===== src/design/nsr_pkg.sv =====
/*
  Package for the die status reader: register map, field positions, command codes, timing and the state record.
  Assumes a 250 MHz clock and an asynchronous flash target on a shared 8-bit bus.
*/
package nsr_pkg;
  localparam int          CLK_MHZ     = 250;
  localparam int          T_STROBE_NS = 20;
  localparam int          T_WHR_NS    = 80;
  localparam int          WE_CYC      = (T_STROBE_NS * CLK_MHZ + 999) / 1000;
  localparam int          RE_CYC      = WE_CYC;
  localparam int          WHR_CYC     = (T_WHR_NS * CLK_MHZ + 999) / 1000;
  localparam int          SYNC_CYC    = 3;
  localparam int          ROW_CYCLES  = 3;
  localparam logic [7:0]  CMD_STATUS  = 8'h70;
  localparam logic [7:0]  CMD_STATUS_ENH = 8'h78;
  localparam logic [7:0]  CMD_READ_MODE  = 8'h00;
  localparam logic [3:0]  ADR_CTRL    = 4'h0;
  localparam logic [3:0]  ADR_ROW     = 4'h4;
  localparam logic [3:0]  ADR_STAT    = 4'h8;
  localparam int          CTL_GO      = 0;
  localparam int          CTL_ENH     = 1;
  localparam int          CTL_RDMODE  = 2;
  localparam int          CTL_ILV     = 3;
  localparam int          CTL_OTP     = 4;
  localparam int          CTL_RSTPEND = 5;
  localparam int          CTL_POLL    = 6;
  localparam int          ST_BUSY     = 8;
  localparam int          ST_DONE     = 9;
  localparam int          ST_REFUSED  = 10;
  localparam int          ST_RB       = 11;
  localparam int          SR_READY    = 6;
  localparam logic [7:0]  CFG_RESET   = 8'h00;
  localparam logic [23:0] ROW_RESET   = 24'h000000;
  localparam logic [7:0]  CNT_RESET   = 8'h00;

  typedef enum logic [2:0] {S_IDLE, S_CMD, S_ADDR, S_WHR, S_READ, S_RMODE, S_END} nsr_state_t;

  typedef struct packed {
    logic       ce_n;
    logic       cle;
    logic       ale;
    logic       we_n;
    logic       re_n;
    logic [7:0] io_out;
    logic       io_oe;
  } nsr_pins_t;

  typedef struct packed {
    nsr_state_t st;
    logic [7:0] cnt;
    logic       ph;
    logic [1:0] idx;
    logic [7:0] cfg;
    logic [23:0] row;
    logic [7:0] status;
    logic       done;
    logic       refused;
    logic [7:0] io_s1;
    logic [7:0] io_s2;
    logic [7:0] io_s3;
    logic       rb_s1;
    logic       rb_s2;
    logic       rb_s3;
    logic       ack;
    logic [31:0] rdat;
    nsr_pins_t  pin;
  } nsr_regs_t;
endpackage : nsr_pkg


===== src/design/nsr_host.sv =====
/*
  Host-side status reader for a multi-die flash target: issues plain or addressed status reads,
  optional read-mode return, and reports the status byte over a classic Wishbone slave.
  Assumes the outside world resolves the shared I/O wire from io_oe_o; ready_busy_n_i is asynchronous.
*/
// Functional notes
// RQ1: Each die keeps its own 8-bit status register.
// RQ2: After 70h or 78h the die drives status on every data output request.
// RQ3: Status changes show on the bus while chip select and read strobe stay low.
// RQ4: Host sends 00h to leave status output and resume page data output.
// RQ5: Plain status read answers for the most recently selected die.
// RQ6: Plain status read is accepted by the last-selected die even when busy.
// RQ7: After interleaved multi-die work the host uses the addressed read, never the plain.
// RQ8: On a single-die target the plain read is allowed after any command.
// RQ9: Bit 6 is cache ready; the ready/busy pin follows it.
// RQ10: Bit 5 is array ready, set once all internal work is done.
// RQ11: Bits 4:3 report ECC results on reads, zero on program and erase.
// RQ12: ECC field 11 means a sector needs rewrite.
// RQ13: Bit 1 holds prior program pass/fail, valid when bit 6 is one.
// RQ14: Bit 0 is the last operation fail flag, valid when bit 5 is one.
// RQ15: During page read bit 0 signals an uncorrectable error.
// RQ16: Addressed status read is accepted by every die even when busy.
// RQ17: Addressed read code is followed by row address cycles naming page, block, die.
// RQ18: Dies not named in the row address deselect themselves.
// RQ19: Ready bits are die-wide; fail bits belong to the addressed plane.
// RQ20: After a ready addressed read the host sends 00h before page data output.
// RQ21: No addressed read during power-on reset or while OTP mode is on.
// RQ22: Bit 7 is write-protect status; bit 2 carries no meaning.
`timescale 1ns/1ps
module nsr_host import nsr_pkg::*; (
  input  wire logic        clk_i,
  input  wire logic        rst_i,
  input  wire logic        wb_cyc_i,
  input  wire logic        wb_stb_i,
  input  wire logic        wb_we_i,
  input  wire logic [3:0]  wb_adr_i,
  input  wire logic [3:0]  wb_sel_i,
  input  wire logic [31:0] wb_dat_i,
  output logic      [31:0] wb_dat_o,
  output logic             wb_ack_o,
  output logic             ce_n_o,
  output logic             cle_o,
  output logic             ale_o,
  output logic             we_n_o,
  output logic             re_n_o,
  output logic      [7:0]  io_o,
  output logic             io_oe_o,
  input  wire logic [7:0]  io_i,
  input  wire logic        ready_busy_n_i
);
  nsr_regs_t r_q;
  nsr_regs_t r_d;
  logic      bus_req;
  logic      go;
  logic      step_done;

  assign bus_req   = wb_cyc_i && wb_stb_i && !r_q.ack;
  assign go        = bus_req && wb_we_i && wb_adr_i == ADR_CTRL && wb_sel_i[0] && wb_dat_i[CTL_GO];
  assign step_done = r_q.ph && r_q.cnt == CNT_RESET;

  always_comb begin
    r_d       = r_q;
    r_d.ack   = 1'b0;
    r_d.io_s1 = io_i;
    r_d.io_s2 = r_q.io_s1;
    r_d.io_s3 = r_q.io_s2;
    r_d.rb_s1 = ready_busy_n_i;
    r_d.rb_s2 = r_q.rb_s1;
    r_d.rb_s3 = r_q.rb_s2;
    if (bus_req) begin
      r_d.ack = 1'b1;
      if (wb_we_i) begin
        if (wb_adr_i == ADR_CTRL && wb_sel_i[0]) begin
          r_d.cfg = {wb_dat_i[7:1], 1'b0};
        end
        if (wb_adr_i == ADR_ROW && r_q.st == S_IDLE) begin
          if (wb_sel_i[0]) r_d.row[7:0] = wb_dat_i[7:0];
          if (wb_sel_i[1]) r_d.row[15:8] = wb_dat_i[15:8];
          if (wb_sel_i[2]) r_d.row[23:16] = wb_dat_i[23:16];
        end
        if (wb_adr_i == ADR_STAT && wb_sel_i[1]) begin
          if (wb_dat_i[ST_DONE]) r_d.done = 1'b0;
          if (wb_dat_i[ST_REFUSED]) r_d.refused = 1'b0;
        end
      end else begin
        unique case (wb_adr_i)
          ADR_CTRL: r_d.rdat = {24'h000000, r_q.cfg};
          ADR_ROW:  r_d.rdat = {8'h00, r_q.row};
          ADR_STAT: r_d.rdat = {20'h00000, r_q.rb_s3, r_q.refused, r_q.done, r_q.st != S_IDLE, r_q.status};
          default:  r_d.rdat = 32'h00000000;
        endcase
      end
    end
    // Shared write-strobe timing for command and address bytes
    if (r_q.st == S_CMD || r_q.st == S_ADDR || r_q.st == S_RMODE) begin
      if (r_q.cnt != CNT_RESET) begin
        r_d.cnt = r_q.cnt - 8'h01;
      end else if (!r_q.ph) begin
        r_d.ph       = 1'b1;
        r_d.pin.we_n = 1'b1;
        r_d.cnt      = 8'(WE_CYC - 1);
      end
    end
    unique case (r_q.st)
      S_IDLE: begin
        if (go) begin
          if (wb_dat_i[CTL_ENH] && (wb_dat_i[CTL_OTP] || wb_dat_i[CTL_RSTPEND])) begin
            r_d.refused = 1'b1; // RQ21
          end else if (!wb_dat_i[CTL_ENH] && wb_dat_i[CTL_ILV]) begin
            r_d.refused = 1'b1; // RQ7
          end else begin
            r_d.st         = S_CMD;
            r_d.pin.ce_n   = 1'b0;
            r_d.pin.cle    = 1'b1;
            r_d.pin.we_n   = 1'b0;
            r_d.pin.io_oe  = 1'b1;
            r_d.pin.io_out = wb_dat_i[CTL_ENH] ? CMD_STATUS_ENH : CMD_STATUS; // RQ8
            r_d.ph         = 1'b0;
            r_d.idx        = 2'b00;
            r_d.cnt        = 8'(WE_CYC - 1);
          end
        end
      end
      S_CMD: begin
        if (step_done) begin
          r_d.pin.cle = 1'b0;
          if (r_q.cfg[CTL_ENH]) begin
            r_d.st         = S_ADDR; // RQ17
            r_d.pin.ale    = 1'b1;
            r_d.pin.we_n   = 1'b0;
            r_d.pin.io_out = r_q.row[7:0];
            r_d.ph         = 1'b0;
            r_d.cnt        = 8'(WE_CYC - 1);
          end else begin
            r_d.st        = S_WHR;
            r_d.pin.io_oe = 1'b0;
            r_d.cnt       = 8'(WHR_CYC - 1);
          end
        end
      end
      S_ADDR: begin
        if (step_done) begin
          if (r_q.idx == 2'(ROW_CYCLES - 1)) begin
            r_d.st        = S_WHR;
            r_d.pin.ale   = 1'b0;
            r_d.pin.io_oe = 1'b0;
            r_d.cnt       = 8'(WHR_CYC - 1);
          end else begin
            r_d.idx        = r_q.idx + 2'b01;
            r_d.pin.we_n   = 1'b0;
            r_d.pin.io_out = r_q.idx == 2'b00 ? r_q.row[15:8] : r_q.row[23:16]; // RQ17
            r_d.ph         = 1'b0;
            r_d.cnt        = 8'(WE_CYC - 1);
          end
        end
      end
      S_WHR: begin
        if (r_q.cnt != CNT_RESET) begin
          r_d.cnt = r_q.cnt - 8'h01;
        end else begin
          r_d.st       = S_READ;
          r_d.pin.re_n = 1'b0;
          r_d.cnt      = 8'(RE_CYC - 1 + SYNC_CYC);
        end
      end
      S_READ: begin
        if (r_q.cnt != CNT_RESET) begin
          r_d.cnt = r_q.cnt - 8'h01;
        end else if (r_q.io_s2 == r_q.io_s3) begin
          r_d.status = r_q.io_s3;
          // Strobe held low while polling so live status keeps arriving
          if (!(r_q.cfg[CTL_POLL] && !r_q.io_s3[SR_READY])) begin // RQ3
            r_d.pin.re_n = 1'b1;
            if (r_q.cfg[CTL_RDMODE] && r_q.io_s3[SR_READY]) begin
              r_d.st         = S_RMODE; // RQ4 RQ20
              r_d.pin.cle    = 1'b1;
              r_d.pin.we_n   = 1'b0;
              r_d.pin.io_oe  = 1'b1;
              r_d.pin.io_out = CMD_READ_MODE;
              r_d.ph         = 1'b0;
              r_d.cnt        = 8'(WE_CYC - 1);
            end else begin
              r_d.st = S_END;
            end
          end
        end
      end
      S_RMODE: begin
        if (step_done) begin
          r_d.st        = S_END;
          r_d.pin.cle   = 1'b0;
          r_d.pin.io_oe = 1'b0;
        end
      end
      S_END: begin
        r_d.st       = S_IDLE;
        r_d.pin.ce_n = 1'b1;
        r_d.done     = 1'b1;
      end
    endcase
  end

  always_ff @(posedge clk_i) begin
    if (rst_i) begin
      r_q         <= '0;
      r_q.st      <= S_IDLE;
      r_q.cfg     <= CFG_RESET;
      r_q.row     <= ROW_RESET;
      r_q.pin.ce_n <= 1'b1;
      r_q.pin.we_n <= 1'b1;
      r_q.pin.re_n <= 1'b1;
      r_q.rb_s1   <= 1'b1;
      r_q.rb_s2   <= 1'b1;
      r_q.rb_s3   <= 1'b1;
    end else begin
      r_q <= r_d;
    end
  end

  assign wb_dat_o = r_q.rdat;
  assign wb_ack_o = r_q.ack;
  assign ce_n_o   = r_q.pin.ce_n;
  assign cle_o    = r_q.pin.cle;
  assign ale_o    = r_q.pin.ale;
  assign we_n_o   = r_q.pin.we_n;
  assign re_n_o   = r_q.pin.re_n;
  assign io_o     = r_q.pin.io_out;
  assign io_oe_o  = r_q.pin.io_oe;

  enh_guard_a: assert property (@(posedge clk_i) disable iff (rst_i) // RQ21
    r_q.st == S_ADDR |-> !(r_q.cfg[CTL_OTP] || r_q.cfg[CTL_RSTPEND]))
    else $error("addressed status read issued during reset or OTP");
  plain_ilv_a: assert property (@(posedge clk_i) disable iff (rst_i) // RQ7
    (cle_o && io_oe_o && io_o == CMD_STATUS) |-> !r_q.cfg[CTL_ILV])
    else $error("plain status read while interleaved");
  plain_start_a: assert property (@(posedge clk_i) disable iff (rst_i) // RQ8
    (r_q.st == S_IDLE && go && !wb_dat_i[CTL_ENH] && !wb_dat_i[CTL_ILV]) |=> (r_q.st == S_CMD && cle_o && !ce_n_o))
    else $error("plain status read not started");
  row_follow_a: assert property (@(posedge clk_i) disable iff (rst_i) // RQ17
    (r_q.st == S_CMD && r_q.cfg[CTL_ENH] && step_done) |=> (r_q.st == S_ADDR && ale_o && io_o == r_q.row[7:0]))
    else $error("row cycles do not follow addressed code");
  rmode_sent_a: assert property (@(posedge clk_i) disable iff (rst_i) // RQ20
    (r_q.st == S_READ && r_d.st == S_END) |-> !(r_q.cfg[CTL_RDMODE] && r_q.io_s3[SR_READY]))
    else $error("read mode skipped after ready status");
  rmode_code_a: assert property (@(posedge clk_i) disable iff (rst_i) // RQ4
    $rose(r_q.st == S_RMODE) |-> (cle_o && io_oe_o && io_o == CMD_READ_MODE && re_n_o))
    else $error("read mode code wrong");
  poll_hold_a: assert property (@(posedge clk_i) disable iff (rst_i) // RQ3
    (r_q.st == S_READ && r_q.cnt == CNT_RESET && r_q.cfg[CTL_POLL] && !r_q.io_s3[SR_READY]) |=> !re_n_o)
    else $error("strobe released while polling busy die");
  no_fight_a: assert property (@(posedge clk_i) disable iff (rst_i)
    !(io_oe_o && !re_n_o))
    else $error("host drives bus while die outputs");
  we_width_a: assert property (@(posedge clk_i) disable iff (rst_i)
    $fell(we_n_o) |-> !we_n_o [*5] ##1 we_n_o)
    else $error("write strobe width wrong");
  ack_pulse_a: assert property (@(posedge clk_i) disable iff (rst_i)
    wb_ack_o |=> !wb_ack_o)
    else $error("ack longer than one cycle");
endmodule : nsr_host


===== config.mk =====
export PLATFORM = sky130hd
export DESIGN_NAME = nsr_host
export DESIGN_NICKNAME = d
export VERILOG_FILES = /design/src/design/nsr_pkg.sv /design/src/design/nsr_host.sv
export SDC_FILE = /design/constraint.sdc
export NUM_CORES = 1
export LEC_CHECK = 0
export BUFFER_PORTS_ARGS = -buffer_cell sky130_fd_sc_hd__buf_2
export CORE_AREA = 2 2 106 108
export CTS_CLUSTER_SIZE = 40
export DETAILED_ROUTE_END_ITERATION = 8
export DIE_AREA = 0 0 108 110
export GPL_TIMING_DRIVEN = 1
export PLACE_DENSITY = 0.89
export SLEW_MARGIN = 0
export SYNTH_ARGS = -nofsm -noshare
export SYNTH_HDL_FRONTEND = slang
export SYNTH_SLANG_ARGS = --single-unit

===== constraint.sdc =====
create_clock -name clk_i -period 4.9 [get_ports clk_i]
set_input_delay 0.98 -clock clk_i [delete_from_list [all_inputs] [get_ports clk_i]]
set_output_delay 0.98 -clock clk_i [all_outputs]
set_load 0.03 [all_outputs]

==> out/results.ini <==
[run_status]
status=completed

[sta]
setup_viol=0
fin_worst_skew_ps=18.6
finalCritPeriodShare_pct=59.2
fin_crit_ps=2900
slew_headroom_pct=34.3
finalHoldViolCount=0
fmax_mhz=344
setup_slack_ps=2000
tightest_slew_ps=983
finalMaxSlewViolations=0
setup_tns_ps=0
rsz0062_at_grt=no

[grt]
overflow=0
grt_first_pass_wirelength_um=23100
grt_antenna_before_repair=1
grt_pass1_vias=4719
grt_max_degree=92
grtUsageTotal_pct=24.8

[yosys]
synth_area_per_cell_um2=8.46
ys_async_sr_fraction_pct=0
synth.top_cell.area_share_pct=42.1
synth_cells=681
synth-edff-count=0
ys_top_cells_by_area=dfxtp_1 42%, nor2_1 5.5%, a21oi_1 5.4%, buf_4 5.2%, nand2_1 5.2%
ys_seq_area_share_pct=42.1
ys_types=71
yosys_warnings=0
ys_ff_latch=121
synth_flop_cell=dfxtp_1
syn_area_um2=5760
synth_area_leader_cell=dfxtp_1

[worst_setup_path]
startpoint_type=register
cpMaxStageDelayCell=dfxtp_1
cp-end-kind=register
path_delay_family=compound AO/OA/AOI/OAI gates
cp_cell_sequence=clkinv_1 -> nor2_1 -> nand2_1 -> o211a_1 -> a311o_1 -> a31oi_1
reg2regPathDepth=6
critical_path_class=register to register
cp-endpoint=r_q[125]
critical_path.max_stage_delay_ps=790
reg2reg_slack_ps=2000
cp.arrival_ps=3360
worstReg2RegStart=r_q[129]
crit_start=r_q[129]
crit_required_ps=5350
rr_endpoint=r_q[125]
critPathMaxFanout=20
crit_buf_inv=1
cp.depth=6

[clock_tree]
clkSinkCount=121
cts_resized=0
clk_pin_slew_ps=60
clock_path_buffers=2
cts_setup_buffers=0
clock_latency_ps=530
cts_hold_buf=0
cts-buffers-inserted=17
cts_tree=done
htree_levels=4
cts_root_buf=clkbuf_8

[place]
place_inst=834
io_buffers=83
gp_congestion=0.927
dp_hpwl_um=9800
postPlaceCellArea_um2=5950
pre_cts_slack_ps=1600

[hold_path]
hp-class=register to register
hold_path.startpoint=r_d[48]

[final_layout]
drive_above_1_share_pct=20.7
fin_area_um2=6580
filler_cell_count=909
fin_nets=769
area_delta_synth_final_pct=14.2
final_cells=867

[detailed_routing]
postRouteAntennaNets=0
wl_um=14300
firstDrtPassIters=9
via_per_inst=5.97
drtIter0Drc=561
dr_total_vias=5172
post_drt_wl_per_cell_um=16.5
drc=0

[floorplanning]
die_height_um=110
start_util_pct=53.8
rows=38
die_w_um=108
core_area_um2=10700
ios=101
dieArea_um2=11900

[pwr]
vdd_drop_max_mv=0.246
cellPowerDensity_nw_per_um2=421
p_leak_nw=2.57

[flow_run]
maxCapViolCount=0

cell usage in the layout, fill, tap and decap left out, drive strengths merged, types with 4 or more instances in the layout:
cell	instances
o31ai	4
nor3b	5
nand3	4
a222oi	8
o211ai	6
inv	7
nor2b	28
nor3	10
bufinv	4
nand2	80
clkbuf	19
buf	86
conb	8
a21oi	62
a211oi	13
nand2b	9
a22oi	20
mux2i	15
or3	4
and2	5
nor2	87
or4	7
xor2	10
mux2	4
dfxtp	121
nor4	5
clkinv	5
or2	7
clkinvlp	4
o21ai	21
a31oi	8
per-layer routing:
layer	vias up	routed length (um)	GRT usage, %
met5	-	0	0
met4	0	361	12.9
met3	36	1220	5.58
met2	287	6900	41.3
met1	2418	5860	30.1
li1	2431	-	-
per-stage QoR:
| step | total power, mW | util (%) | hold slack (ps) |
|---|---|---|---|
| after floorplan | 1.40 | - | 389 |
| final | 2.77 | 61.5 | 407 |
| after global placement | 1.47 | 55.6 | 391 |
| after detailed placement | 1.48 | 55.6 | 393 |
| after CTS | 2.78 | 61.5 | 409 |
| after global routing | 2.87 | 61.5 | 444 |
worst min-delay path by stage:
stage,to,slack [ps],depth (start not counted)
floorplan,r_d[47],390,1
detailed placement,r_d[47],390,1
finish,r_d[47],410,1
global route,r_d[47],440,1
CTS,r_d[47],410,1
global placement,r_d[47],390,1
Yosys cell counts (4+ instances only):
cell type	instances
dfxtp_1	121
nor2_1	85
nand2_1	80
a21oi_1	62
buf_4	40
clkbuf_1	34
nor2b_1	28
o21ai_0	21
a22oi_1	20
mux2i_1	15
xor2_1	10
nand2b_1	9
nor3_1	9
a211oi_2	8
a222oi_1	8
a31oi_1	8
or2_2	7
inv_1	6
o211ai_1	6
and2_1	5
nor3b_1	5
a211oi_1	4
buf_1	4
mux2_2	4
nand3_1	4
o31ai_1	4
or3_1	4
or4_1	4
cell type report:
cell class / instances / area, um2 / share of cell area, %
flip-flops and latches: 121 / 2420 / 36.8
diodes: 1 / 2.50 / 0.0380
clock buffers: 19 / 432 / 6.56
clock inverters: 13 / 194 / 2.95
repair buffers: 86 / 440 / 6.70
multi-input cells: 480 / 2890 / 43.9
inverters: 7 / 26.3 / 0.399
well taps: 140 / 175 / 2.66
registers in the layout (all words and copies together), names as in the netlist, 8 cells and up:
name / count
r_d: 18
r_q: 64
io_o: 8
wb_dat_o: 24
cell families (layout without fill, tap and decap cells):
kind of cell	count (synthesis)	after routing	synth area share (%)
compound gates	171	171	20.4
xor+xnor	12	12	1.82
fa+ha+maj	2	2	0.434
buf+inv	87	125	8.43
flops	121	121	42.1
mux	19	19	3.39
other cells	1	9	0.0651
simple gates	268	268	23.4
power by group:
part           internal (mW)  switching, mW  total, mW
logic                  0.141          0.273      0.414
registers               1.02         0.0335       1.05
clock network          0.843          0.456       1.30
total                   2.00          0.763       2.77
No activity file was read; power rests on OpenSTA's default activity.
